File: config.mk
export PLATFORM = sky130hd
export DESIGN_NAME = fsp_ctrl
export DESIGN_NICKNAME = d
export VERILOG_FILES = /design/src/hw/fsp_pkg.sv /design/src/hw/fsp_ctrl.sv
export SDC_FILE = /design/constraint.sdc
export NUM_CORES = 1
export LEC_CHECK = 0
export BUFFER_PORTS_ARGS = -buffer_cell sky130_fd_sc_hd__buf_2
export CAP_MARGIN = 20
export CORE_UTILIZATION = 54
export DETAILED_ROUTE_END_ITERATION = 10
export PLACE_DENSITY = 0.86
export RECOVER_POWER = 100
export SLEW_MARGIN = 20
export SYNTH_ARGS = -nofsm -noshare
export SYNTH_HDL_FRONTEND = slang
export SYNTH_SLANG_ARGS = --single-unit
File: constraint.sdc
create_clock -name i_clock -period 5.65 [get_ports i_clock]
set_clock_uncertainty 0.2 [all_clocks]
set_input_delay 0.2825 -clock i_clock [delete_from_list [all_inputs] [get_ports i_clock]]
set_output_delay 0.2825 -clock i_clock [all_outputs]
set_load 0.01 [all_outputs]
File: src/hw/fsp_pkg.sv
// fsp_pkg: constants and carrier types for the flash self-programming controller
// assumes: 8-bit special-function-register bus, 16-bit flash address, 512-byte pages
package fsp_pkg;

  // ==========================================================
  // register addresses
  localparam logic [7:0] ADDR_SYS_CTRL  = 8'hbf;
  localparam logic [7:0] ADDR_ADDR_HIGH = 8'hf4;
  localparam logic [7:0] ADDR_ADDR_LOW  = 8'hf5;
  localparam logic [7:0] ADDR_DATA      = 8'hf6;
  localparam logic [7:0] ADDR_CTRL      = 8'hf7;

  // ==========================================================
  // field positions
  localparam int SYS_WDR_BIT  = 7;
  localparam int SYS_SELF_PROGRAM_ENABLE_BIT = 2;
  localparam int SYS_XRAM_BIT = 1;
  localparam int SYS_LATCH_STROBE_INHIBIT_BIT = 0;
  localparam int CTRL_GO_BIT  = 7;

  // ==========================================================
  // reset values
  localparam logic [7:0] SYS_CTRL_RESET = 8'h00;
  localparam logic [7:0] BYTE_RESET     = 8'h00;

  // ==========================================================
  // unlock sequence and page geometry
  localparam logic [7:0] UNLOCK_FIRST   = 8'h55;
  localparam logic [7:0] UNLOCK_SECOND  = 8'haa;
  localparam int         PAGE_BYTES     = 512;
  localparam int         PAGE_SHIFT     = 9;
  localparam int         MAX_BOOT_PAGES = 8;
  localparam logic [7:0] BLANK_BYTE     = 8'hff;
  localparam logic [7:0] PAGE_LOW_ZERO  = 8'h00;

  // ==========================================================
  // timing
  localparam int CLOCK_MHZ    = 250;
  localparam int OP_TIME_US   = 20;
  localparam int OP_CYCLES    = OP_TIME_US * CLOCK_MHZ;

  typedef enum logic [1:0] {
    FSP_FN_BYTE_PROG,
    FSP_FN_PROTECT,
    FSP_FN_PAGE_ERASE,
    FSP_FN_CHIP_ERASE
  } fsp_fn_e;

  // command handed to the flash array
  typedef struct packed {
    fsp_fn_e     func;
    logic [15:0] addr;
    logic [7:0]  data;
  } fsp_cmd_s;

endpackage

File: src/hw/fsp_ctrl.sv
// fsp_ctrl: boot zone decode, reset vector choice and self-programming sequencer
// assumes: core register bus on i_clock, flash array answers done pulses, straps stable
//
// What this block does
// boot zone is page count times 512 bytes, at the top of flash
// parallel programmer whole erase clears all flash, boot zone included
// nonzero boot pages and blank location zero start fetch at zone base
// zero boot pages reserves nothing and never redirects reset
// boot zone kept from self erase whether or not locked; lock bit blocks readback
// self-programming disabled after reset; system control bit 2 enables it
// system control bit 7 sets on watchdog overflow reset
// system control bit 1 enables the 768-byte extended data RAM
// system control bit 0 suppresses the address latch strobe
// target address from high byte at F4 and low byte at F5
// data byte for the operation held at F6
// writing 1 to control bit 7 launches the selected function
// start ignored while enable clear; unused control bits read zero
// function select: 00 program, 01 protect, 10 page erase, 11 chip erase
// start writable only after 55h, AAh, 55h written to data register
// latch address and data, stall core until done or the OP_CYCLES timer runs out, then clear start
// page erase clears 512-byte page; boot pages never page-erased
`timescale 1ns/1ns
module fsp_ctrl #(
  parameter int OP_CYCLES = fsp_pkg::OP_CYCLES
) (
  input  wire logic             i_clock,
  input  wire logic             i_nrst,
  // core register bus
  input  wire logic [7:0]       i_reg_addr,
  input  wire logic             i_reg_wr,
  input  wire logic             i_reg_rd,
  input  wire logic [7:0]       i_reg_wdata,
  output logic      [7:0]       o_reg_rdata,
  output logic                  o_reg_hit,
  // reset cause and configuration straps
  input  wire logic             i_wdt_reset,
  input  wire logic [3:0]       i_boot_pages,
  input  wire logic             i_lock_bit,
  input  wire logic [7:0]       i_flash_loc0,
  input  wire logic             i_pp_erase,
  // processor control
  output logic                  o_boot_start,
  output logic      [15:0]      o_reset_vector,
  output logic                  o_cpu_stall,
  output logic                  o_xram_enable,
  output logic                  o_ale_inhibit,
  output logic                  o_read_block,
  // flash array
  output logic                  o_flash_req,
  output fsp_pkg::fsp_cmd_s     o_flash_cmd,
  output logic                  o_flash_full_erase,
  output logic      [15:0]      o_erase_lo,
  output logic      [15:0]      o_erase_hi,
  input  wire logic             i_flash_done
);

  // ==========================================================
  // synchronise external levels
  logic [1:0] wdt_sync_reg;
  logic [1:0] pp_sync_reg;
  always_ff @(posedge i_clock or negedge i_nrst) begin
    if (!i_nrst) begin
      wdt_sync_reg <= 2'h0;
      pp_sync_reg  <= 2'h0;
    end else begin
      wdt_sync_reg <= {wdt_sync_reg[0], i_wdt_reset};
      pp_sync_reg  <= {pp_sync_reg[0], i_pp_erase};
    end
  end

  // ==========================================================
  // straps caught once after reset release
  logic        strap_taken_reg;
  logic [3:0]  pages_reg;
  logic        lock_reg;
  logic        loc0_blank_reg;
  always_ff @(posedge i_clock or negedge i_nrst) begin
    if (!i_nrst) begin
      strap_taken_reg <= 1'b0;
      pages_reg       <= 4'h0;
      lock_reg        <= 1'b0;
      loc0_blank_reg  <= 1'b0;
    end else if (!strap_taken_reg) begin
      strap_taken_reg <= 1'b1;
      pages_reg       <= (i_boot_pages > 4'(fsp_pkg::MAX_BOOT_PAGES)) ?
                         4'(fsp_pkg::MAX_BOOT_PAGES) : i_boot_pages;
      lock_reg        <= i_lock_bit;
      loc0_blank_reg  <= (i_flash_loc0 == fsp_pkg::BLANK_BYTE);
    end
  end

  // ==========================================================
  // boot zone
  // zone base from page count
  function automatic logic [15:0] zone_base(input logic [3:0] pages);
    logic [16:0] size;
    size = 17'(pages) << fsp_pkg::PAGE_SHIFT;
    zone_base = 16'(17'h10000 - size);
  endfunction

  logic [15:0] boot_base;
  logic        zone_on;
  assign boot_base = zone_base(pages_reg);
  // zero pages means no zone
  assign zone_on   = (pages_reg != 4'h0);

  // reset vector choice
  assign o_boot_start   = strap_taken_reg && zone_on && loc0_blank_reg;
  assign o_reset_vector = o_boot_start ? boot_base : 16'h0000;
  // readback block under lock
  assign o_read_block   = lock_reg;

  // whole erase from the parallel programmer
  assign o_flash_full_erase = pp_sync_reg[1];

  // ==========================================================
  // system control register
  logic       wdr_reg;
  logic       self_program_enable_reg;
  logic       xram_reg;
  logic       latch_strobe_inhibit_reg;
  logic       sys_wr;
  assign sys_wr = i_reg_wr && (i_reg_addr == fsp_pkg::ADDR_SYS_CTRL);

  // watchdog flag, set wins over clear
  always_ff @(posedge i_clock or negedge i_nrst) begin
    if (!i_nrst) begin
      wdr_reg <= 1'b0;
    end else if (wdt_sync_reg[1]) begin
      wdr_reg <= 1'b1;
    end else if (sys_wr) begin
      wdr_reg <= i_reg_wdata[fsp_pkg::SYS_WDR_BIT];
    end
  end

  // enable off at reset
  always_ff @(posedge i_clock or negedge i_nrst) begin
    if (!i_nrst) begin
      self_program_enable_reg <= 1'b0;
      xram_reg <= 1'b0;
      latch_strobe_inhibit_reg <= 1'b0;
    end else if (sys_wr) begin
      self_program_enable_reg <= i_reg_wdata[fsp_pkg::SYS_SELF_PROGRAM_ENABLE_BIT];
      xram_reg <= i_reg_wdata[fsp_pkg::SYS_XRAM_BIT];
      latch_strobe_inhibit_reg <= i_reg_wdata[fsp_pkg::SYS_LATCH_STROBE_INHIBIT_BIT];
    end
  end
  // extended RAM enable
  assign o_xram_enable = xram_reg;
  // strobe inhibit
  assign o_ale_inhibit = latch_strobe_inhibit_reg;

  // ==========================================================
  // address, data and function registers
  logic [7:0] addr_hi_reg;
  logic [7:0] addr_lo_reg;
  logic [7:0] data_reg;
  logic [1:0] func_reg;
  logic       busy_reg;

  // address bytes
  // data byte
  always_ff @(posedge i_clock or negedge i_nrst) begin
    if (!i_nrst) begin
      addr_hi_reg <= fsp_pkg::BYTE_RESET;
      addr_lo_reg <= fsp_pkg::BYTE_RESET;
      data_reg    <= fsp_pkg::BYTE_RESET;
      func_reg    <= 2'h0;
    end else if (i_reg_wr && !busy_reg) begin
      if (i_reg_addr == fsp_pkg::ADDR_ADDR_HIGH) begin
        addr_hi_reg <= i_reg_wdata;
      end else if (i_reg_addr == fsp_pkg::ADDR_ADDR_LOW) begin
        addr_lo_reg <= i_reg_wdata;
      end else if (i_reg_addr == fsp_pkg::ADDR_DATA) begin
        data_reg <= i_reg_wdata;
      end else if (i_reg_addr == fsp_pkg::ADDR_CTRL) begin
        func_reg <= i_reg_wdata[1:0];
      end
    end
  end

  // ==========================================================
  // unlock sequence tracker
  logic [1:0] unlock_reg;
  logic       data_wr;
  logic       ctrl_wr;
  logic       go_req;
  assign data_wr = i_reg_wr && (i_reg_addr == fsp_pkg::ADDR_DATA);
  assign ctrl_wr = i_reg_wr && (i_reg_addr == fsp_pkg::ADDR_CTRL);
  // start request on control bit 7
  // ignored while disabled
  // only once unlocked
  assign go_req  = ctrl_wr && i_reg_wdata[fsp_pkg::CTRL_GO_BIT] && self_program_enable_reg &&
                   (unlock_reg == 2'h3) && !busy_reg;

  // count 55h, AAh, 55h; other data writes restart until unlocked, then unlocked holds until a start is accepted
  always_ff @(posedge i_clock or negedge i_nrst) begin
    if (!i_nrst) begin
      unlock_reg <= 2'h0;
    end else if (go_req) begin
      unlock_reg <= 2'h0;
    end else if (data_wr && !busy_reg) begin
      case (unlock_reg)
        2'h0: unlock_reg <= (i_reg_wdata == fsp_pkg::UNLOCK_FIRST) ? 2'h1 : 2'h0;
        2'h1: unlock_reg <= (i_reg_wdata == fsp_pkg::UNLOCK_SECOND) ? 2'h2 :
                            ((i_reg_wdata == fsp_pkg::UNLOCK_FIRST) ? 2'h1 : 2'h0);
        2'h2: unlock_reg <= (i_reg_wdata == fsp_pkg::UNLOCK_FIRST) ? 2'h3 : 2'h0;
        default: unlock_reg <= 2'h3;
      endcase
    end
  end

  // ==========================================================
  // operation sequencer
  typedef enum logic [1:0] {
    FSP_IDLE,
    FSP_ISSUE,
    FSP_WAIT
  } fsp_state_e;

  localparam int CW = $clog2(OP_CYCLES + 1);
  fsp_state_e        state_reg;
  fsp_pkg::fsp_cmd_s cmd_reg;
  logic [CW-1:0]     timer_reg;
  logic              skip;

  // page erase inside boot zone is refused
  // chip erase is never refused here, locked or not
  always_comb begin
    skip = 1'b0;
    if (zone_on && (cmd_reg.func == fsp_pkg::FSP_FN_PAGE_ERASE) &&
        (cmd_reg.addr >= boot_base)) begin
      skip = 1'b1;
    end
  end

  // latch, stall, then clear start
  always_ff @(posedge i_clock or negedge i_nrst) begin
    if (!i_nrst) begin
      state_reg <= FSP_IDLE;
      cmd_reg   <= '0;
      busy_reg  <= 1'b0;
      timer_reg <= '0;
    end else begin
      case (state_reg)
        FSP_IDLE: begin
          if (go_req) begin
            // function decode
            cmd_reg.func <= fsp_pkg::fsp_fn_e'(i_reg_wdata[1:0]);
            cmd_reg.addr <= {addr_hi_reg, addr_lo_reg};
            cmd_reg.data <= data_reg;
            busy_reg     <= 1'b1;
            state_reg    <= FSP_ISSUE;
          end
        end
        FSP_ISSUE: begin
          timer_reg <= CW'(OP_CYCLES);
          state_reg <= skip ? FSP_IDLE : FSP_WAIT;
          busy_reg  <= !skip;
        end
        default: begin
          if (i_flash_done || timer_reg == '0) begin
            busy_reg  <= 1'b0;
            state_reg <= FSP_IDLE;
          end else begin
            timer_reg <= timer_reg - CW'(1);
          end
        end
      endcase
    end
  end

  assign o_cpu_stall = busy_reg;
  assign o_flash_req = (state_reg == FSP_ISSUE) && !skip;
  assign o_flash_cmd = cmd_reg;

  // page span from high byte, even-aligned 512 bytes
  // chip erase keeps boot zone, locked or not
  always_comb begin
    o_erase_lo = 16'h0000;
    o_erase_hi = 16'hffff;
    if (cmd_reg.func == fsp_pkg::FSP_FN_PAGE_ERASE) begin
      o_erase_lo = {cmd_reg.addr[15:9], 9'h000};
      o_erase_hi = {cmd_reg.addr[15:9], 9'h1ff};
    end else if (cmd_reg.func == fsp_pkg::FSP_FN_CHIP_ERASE && zone_on && lock_reg) begin
      o_erase_hi = 16'(boot_base - 16'h0001);
    end else if (cmd_reg.func == fsp_pkg::FSP_FN_CHIP_ERASE && zone_on) begin
      o_erase_hi = 16'(boot_base - 16'h0001);
    end
  end

  // ==========================================================
  // read-back
  always_comb begin
    o_reg_rdata = 8'h00;
    o_reg_hit   = 1'b1;
    if (i_reg_addr == fsp_pkg::ADDR_SYS_CTRL) begin
      o_reg_rdata = {wdr_reg, 4'h0, self_program_enable_reg, xram_reg, latch_strobe_inhibit_reg};
    end else if (i_reg_addr == fsp_pkg::ADDR_ADDR_HIGH) begin
      o_reg_rdata = addr_hi_reg;
    end else if (i_reg_addr == fsp_pkg::ADDR_ADDR_LOW) begin
      o_reg_rdata = addr_lo_reg;
    end else if (i_reg_addr == fsp_pkg::ADDR_DATA) begin
      o_reg_rdata = data_reg;
    end else if (i_reg_addr == fsp_pkg::ADDR_CTRL) begin
      // unused bits zero
      o_reg_rdata = {busy_reg, 5'h00, func_reg};
    end else begin
      o_reg_hit = 1'b0;
    end
    if (!i_reg_rd) begin
      o_reg_hit = 1'b0;
    end
  end

endmodule

==> results of run 1 <==
power groups by stage:
stage               combinational [mW]  sequential (mW)  clock (mW)
floorplan                       0.0700            0.644           0
global placement                0.0913            0.646           0
detailed placement              0.0953            0.647           0
CTS                              0.101            0.636       0.456
global route                     0.110            0.638       0.474
finish                          0.0980            0.636       0.447
final cells by class:
class	instances	area, sq um	area share
multi-input cells	287	2090	0.411
flip-flops and latches	85	2130	0.418
well taps	102	128	0.0251
clock inverters	6	70.1	0.0138
clock buffers	10	138	0.0271
repair buffers	107	509	0.100
inverters	6	22.5	0.00443
cell families (layout without fill, tap and decap cells):
family                     after synthesis  count (layout)  share of synthesized area
AOI/OAI and AO/OA                       52              52                     0.0799
adders and majority gates                9               9                     0.0252
xor gates and xnor gates                 4               4                    0.00783
buffers and inverters                   48             129                     0.0713
muxes                                   67              67                      0.174
other                                    2              28                    0.00168
DFF                                     85              85                      0.475
and+or+nand+nor                        127             127                      0.165
per-stage QoR:
stage	area, sq um	power, mW	util	cells
final	5090	1.18	0.645	603
after global routing	5090	1.22	0.645	603
after CTS	5190	1.19	0.658	603
after detailed placement	4910	0.743	0.622	579
after global placement	4910	0.738	0.622	579
after floorplan	4570	0.714	-	420
cell usage in the layout (no fill, tap or decap), types with 4 or more instances in the layout:
master and count:
sky130_fd_sc_hd__nand2_1 23, sky130_fd_sc_hd__o21ai_0 13, sky130_fd_sc_hd__mux2i_1 7, sky130_fd_sc_hd__conb_1 28
sky130_fd_sc_hd__nor2_1 29, sky130_fd_sc_hd__nand2b_1 8, sky130_fd_sc_hd__dlygate4sd3_1 8, sky130_fd_sc_hd__dfrtp_1 85
sky130_fd_sc_hd__ha_1 9, sky130_fd_sc_hd__and4_1 5, sky130_fd_sc_hd__a22o_1 6, sky130_fd_sc_hd__a211o_1 4
sky130_fd_sc_hd__mux2_2 56, sky130_fd_sc_hd__buf_2 40, sky130_fd_sc_hd__a21oi_1 6, sky130_fd_sc_hd__nor4_1 7
sky130_fd_sc_hd__nand3_1 8, sky130_fd_sc_hd__nor2b_1 5, sky130_fd_sc_hd__inv_1 6, sky130_fd_sc_hd__nor3_1 9
sky130_fd_sc_hd__clkbuf_1 58, sky130_fd_sc_hd__and2_0 6, sky130_fd_sc_hd__a31oi_1 4, sky130_fd_sc_hd__nand4_1 5
sky130_fd_sc_hd__clkbuf_8 10
worst max-delay path by stage:
stage	endpoint	from
finish	o_flash_req	pages_reg[0]
global route	o_flash_req	pages_reg[0]
CTS	o_flash_req	pages_reg[0]
detailed placement	o_flash_req	pages_reg[0]
global placement	o_flash_req	pages_reg[0]
floorplan	o_flash_req	pages_reg[0]
worst min-delay path, stage by stage:
cell and delay, ns:
sky130_fd_sc_hd__buf_2 0.09, sky130_fd_sc_hd__nand2_1 0.04, sky130_fd_sc_hd__or4_1 0.09, sky130_fd_sc_hd__nand2_1 0.04
metal layers:
layer  global-route usage  wire length (um)  vias to the layer above
met2                0.409              5000                      128
met5                    0                 0                        -
met1                0.297              4260                     1673
met3               0.0537               471                       17
met4               0.0795               144                        0
li1                     -                 -                     1578
what timing repair did:
action                                  in CTS  in global routing
hold buffers                                 8                  0
endpoints found under the setup margin       0                  0
hold endpoints to repair                    92                  0
==> out/summary.json, run 1 <==
{
  "outcome": "finished, violations left",
  "violations": "capacitance limit, slew limit",
  "timing.critical_path.to_type": "primary output",
  "fillCellCount": 664,
  "power.ir.vdd_worst_mv": 0.147,
  "ant_cells": 0,
  "clock_tree.htree_level_count": 3,
  "cts_tree": "built",
  "layout_min_cycle_time_ns": 4.02,
  "placement.setup.worst_slack_ns": 2.43,
  "detailed_place_hpwl_um": 7020,
  "area_growth_pct": 13.6,
  "path_common_cell": "sky130_fd_sc_hd__ha_1",
  "fmaxAchievable_mhz": 249,
  "finalCritPeriodShare": 0.711,
  "holdPathStages": 4,
  "switchingPower_mw": 0.298,
  "drtAntennaViolNets": 0,
  "grt_max_degree": 86,
  "synth_largest_type_area_fraction": 0.475,
  "detail_route.first_pass.iterations": 5,
  "worst-r2r-setup-slack_ns": 2.26,
  "largest_register_ffs": 26,
  "cp_cell_sequence": "inv_1 -> ha_1 -> nor3b_1 -> ha_1 -> a211oi_1 -> nor2_1 -> o41ai_1 -> clkbuf_1",
  "cts.path.max_buffers": 2,
  "numClockSinks": 85,
  "cp_slowest_stage_delay_ns": 0.96,
  "syn_avg_cell_area_sq_um": 11.4,
  "dr_total_vias": 3396,
  "drive_above_1_share": 0.244,
  "routed_wl_um": 9880,
  "start_util": 0.568,
  "die_w_um": 93.1,
  "timing.critical_path.max_delay_family": "simple AND/OR/NAND/NOR gates",
  "maxSlewViolCount": 9,
  "number_of_flops_mapped_to_enable_cells_by_yosys": 0,
  "total_leakage_power_nw": 2.41,
  "hold_viol_final": 0,
  "hold-path-endpoint": "loc0_blank_reg",
  "ctsRootBufferMaster": "sky130_fd_sc_hd__clkbuf_8",
  "clk_pin_slew_worst_paths_ns": 0.09,
  "required_ns": 5.17,
  "netlist-cell-type-count": 58,
  "worst_path_max_delay_cell": "sky130_fd_sc_hd__nor3b_1",
  "post-synth-top-count-cell": "sky130_fd_sc_hd__dfrtp_1",
  "yosys.area.top_type": "sky130_fd_sc_hd__dfrtp_1",
  "synth-main-ff-cell": "sky130_fd_sc_hd__dfrtp_1",
  "grt_setup_unrepaired": "no",
  "count_of_buffers_added_by_post_cts_timing_repair_for_setup": 0,
  "dieArea_sq_um": 8660,
  "fin_worst_hold_slack_ns": 0.0179,
  "r2r_end": "state_reg[1]",
  "ys_warn_count": 0,
  "power.switching_fraction": 0.252,
  "hold_path_class": "in2reg",
  "first_iter_violations": 157,
  "timing.critical_path.from_type": "flip-flop",
  "number_of_remaining_drc_errors": 0,
  "tightest_slew_ns": 1.80,
  "synth_cells": 394,
  "r2r_start": "pages_reg[0]",
  "cts_buffers": 9,
  "worstPathArrival_ns": 3.53,
  "drv.max_cap_violation_count": 1,
  "total_power_per_unit_cell_area_nw_per_um2": 232,
  "setup_viol_count_final": 0,
  "io_pins": 126,
  "ys_seq_area_frac": 0.475,
  "number_of_global_route_vias_before_repair": 3356,
  "setup.worst_path.class": "reg2out",
  "gp_routability_congestion": 0.886,
  "p_clk_frac": 0.379,
  "buffers_and_inverters_on_the_worst_path": 2,
  "cp_max_fo": 12,
  "wire_length_of_the_first_global_routing_pass_um": 16000,
  "synth.ff_latch_count": 85,
  "routed_wire_length_per_instance_um": 16.4,
  "totalNegativeSetupSlack_ns": 0,
  "internal_power_component_mw": 0.883,
  "setup_ws_ns": 1.63,
  "timing.hold.worst.start": "i_flash_loc0[2]",
  "relative_slew_slack": -0.213,
  "synth_common_cells": "85 x sky130_fd_sc_hd__dfrtp_1, 57 x sky130_fd_sc_hd__mux2_2, 30 x sky130_fd_sc_hd__buf_4",
  "coreArea_sq_um": 7890,
  "ys_async_sr_fraction": 1.00,
  "synth_top_cells_by_area": "sky130_fd_sc_hd__dfrtp_1 48%, sky130_fd_sc_hd__mux2_2 14%, sky130_fd_sc_hd__buf_4 5.0%, sky130_fd_sc_hd__ha_1 2.5%, sky130_fd_sc_hd__nor2_1 2.4%",
  "port_buffers": 98,
  "r2r_cells": 8,
  "comb_power_share": 0.083,
  "placement_rows": 32,
  "routed_via_density": 5.63,
  "grt_overflow_total": 0,
  "share_seq_of_total_power": 0.538,
  "track_usage": 0.238,
  "critical_path_cell_count": 8,
  "ctsResizeCount": 0,
  "antenna_found_initial": 0,
  "insertion_delay_ns": 0.36,
  "final_net_count": 541,
  "post_syn_area_sq_um": 4480,
  "die_h_um": 93.1
}
No activity file was read; power rests on OpenSTA's default activity.
==> inputs of run 2 (changes only) <==
--- a/config.mk
+++ b/config.mk
@@ -7,9 +7,9 @@
 export LEC_CHECK = 0
 export BUFFER_PORTS_ARGS = -buffer_cell sky130_fd_sc_hd__buf_2
 export CAP_MARGIN = 20
-export CORE_UTILIZATION = 54
+export CORE_UTILIZATION = 53
 export DETAILED_ROUTE_END_ITERATION = 10
-export PLACE_DENSITY = 0.86
+export PLACE_DENSITY = 0.85
 export RECOVER_POWER = 100
 export SLEW_MARGIN = 20
 export SYNTH_ARGS = -nofsm -noshare
==> constraint.sdc (replaced) <==
create_clock -name i_clock -period 4.1 [get_ports i_clock]
set_clock_uncertainty 0.2 [all_clocks]
set_input_delay 0.205 -clock i_clock [delete_from_list [all_inputs] [get_ports i_clock]]
set_output_delay 0.205 -clock i_clock [all_outputs]
set_load 0.01 [all_outputs]
==> out/summary.json, run 2 (synthesized netlist as in run 1, its figures left out) <==
{
  "largest_register_ffs": 26,
  "drtAntennaViolNets": 0,
  "area_growth_pct": 16.2,
  "cp_max_fo": 12,
  "cts_tree": "built",
  "timing.critical_path.to_type": "primary output",
  "hold_path_class": "in2reg",
  "fin_worst_hold_slack_ns": 0.0185,
  "antenna_found_initial": 0,
  "placement_rows": 33,
  "total_power_per_unit_cell_area_nw_per_um2": 323,
  "required_ns": 3.69,
  "tightest_slew_ns": 2.09,
  "final_area_sq_um": 5200,
  "ant_cells": 0,
  "total_leakage_power_nw": 2.44,
  "final_cell_mix": "85 x sky130_fd_sc_hd__dfrtp_1, 61 x sky130_fd_sc_hd__clkbuf_1, 56 x sky130_fd_sc_hd__mux2_2, 37 x sky130_fd_sc_hd__buf_2, 29 x sky130_fd_sc_hd__nor2_1",
  "routed_wire_length_per_instance_um": 16.1,
  "numClockSinks": 85,
  "count_of_buffers_added_by_post_cts_timing_repair_for_setup": 0,
  "number_of_remaining_drc_errors": 0,
  "maxSlewViolCount": 95,
  "setup_ws_ns": 0.546,
  "start_util": 0.548,
  "grt_setup_unrepaired": "no",
  "routed_wl_um": 9930,
  "dieArea_sq_um": 8820,
  "violations": "capacitance limit, slew limit",
  "ctsRootBufferMaster": "sky130_fd_sc_hd__clkbuf_8",
  "fmaxAchievable_mhz": 281,
  "timing.critical_path.from_type": "flip-flop",
  "routed_via_density": 5.62,
  "postLayoutCoreUtil": 0.636,
  "final_common_cell": "sky130_fd_sc_hd__dfrtp_1",
  "finalCritPeriodShare": 0.867,
  "detail_route.first_pass.iterations": 4,
  "track_usage": 0.239,
  "clock_tree.htree_level_count": 3,
  "setup.worst_path.class": "reg2out",
  "die_h_um": 93.9,
  "die_w_um": 93.9,
  "grt_overflow_total": 0,
  "power.ir.vdd_worst_mv": 0.203,
  "totalNegativeSetupSlack_ns": 0,
  "number_of_global_route_vias_before_repair": 3318,
  "cts.path.max_buffers": 2,
  "coreArea_sq_um": 8180,
  "outcome": "finished, violations left",
  "clk_pin_slew_worst_paths_ns": 0.09,
  "fillCellCount": 689,
  "hold_viol_final": 0,
  "final_net_count": 551,
  "drv.max_cap_violation_count": 2,
  "drive_above_1_share": 0.235,
  "io_pins": 126,
  "wire_length_of_the_first_global_routing_pass_um": 16200,
  "dr_total_vias": 3461,
  "worstPathArrival_ns": 3.15,
  "grt_max_degree": 86,
  "placement.setup.worst_slack_ns": 0.942,
  "first_iter_violations": 202,
  "setup_viol_count_final": 0,
  "relative_slew_slack": -0.390,
  "placed_cell_area_sq_um": 4910,
  "layout_min_cycle_time_ns": 3.55,
  "port_buffers": 98,
  "cts_buffers": 9,
  "detailed_place_hpwl_um": 7000,
  "gp_routability_congestion": 0.943,
  "insertion_delay_ns": 0.36
}
[run 2: layout make-up]
type,instances,area (sq um),area share
clock inverters,7,98.8,0.0190
clock buffers,9,124,0.0238
well taps,105,131,0.0253
flip-flops and latches,85,2130,0.409
multi-input cells,287,2100,0.403
repair buffers,117,599,0.115
inverters,6,22.5,0.00433
[run 2: per-stage QoR]
step           instances  power (mW)
2_1_floorplan        420       0.984
3_3_place_gp         582        1.02
3_5_place_dp         582        1.03
4_1_cts              616        1.69
5_1_grt              616        1.75
6_report             616        1.68
[run 2: report_power, final]
part	leakage, nW	switching [mW]	total (mW)	internal [mW]
clock	0.110	0.316	0.662	0.346
sequential	1.13	0.0189	0.877	0.858
combinational	1.20	0.0807	0.141	0.0604
[run 2: path summary, 6_finish.rpt]
path,slack [ns],endpoint,start,depth (start not counted)
min in group asynchronous,0.79,wdt_sync_reg[1],i_nrst,2
worst min register to register,0.16,wdt_sync_reg[1],wdt_sync_reg[0],0
worst max-delay path,0.55,o_flash_req,pages_reg[0],8
max in group asynchronous,1.69,data_reg[4],i_nrst,2
worst max register to register,0.69,o_flash_cmd[19],o_cpu_stall,5
worst min-delay path,0.02,addr_lo_reg[1],i_reg_wdata[1],2
[run 2: repair_timing]
action	4_1_cts	5_1_grt
gates resized for setup	0	0
hold buffers	18	0
hold endpoints to repair	113	0
[run 2: per-layer routing]
metal | vias up | GRT usage | part of all wire
li1 | 1599 | - | -
met1 | 1722 | 0.316 | 0.43
met2 | 121 | 0.394 | 0.52
met3 | 19 | 0.0332 | 0.038
met4 | 0 | 0.0987 | 0.016
met5 | - | 0 | 0
[run 2: worst max-delay path, cell delays in order (launching register included)]
cell and delay, ns:
sky130_fd_sc_hd__dfrtp_1 0.45, sky130_fd_sc_hd__inv_1 0.16, sky130_fd_sc_hd__ha_1 0.22, sky130_fd_sc_hd__nor3b_2 0.56, sky130_fd_sc_hd__ha_1 0.37, sky130_fd_sc_hd__a211oi_1 0.22, sky130_fd_sc_hd__nor2_1 0.08, sky130_fd_sc_hd__o41ai_1 0.50
sky130_fd_sc_hd__clkbuf_1 0.22
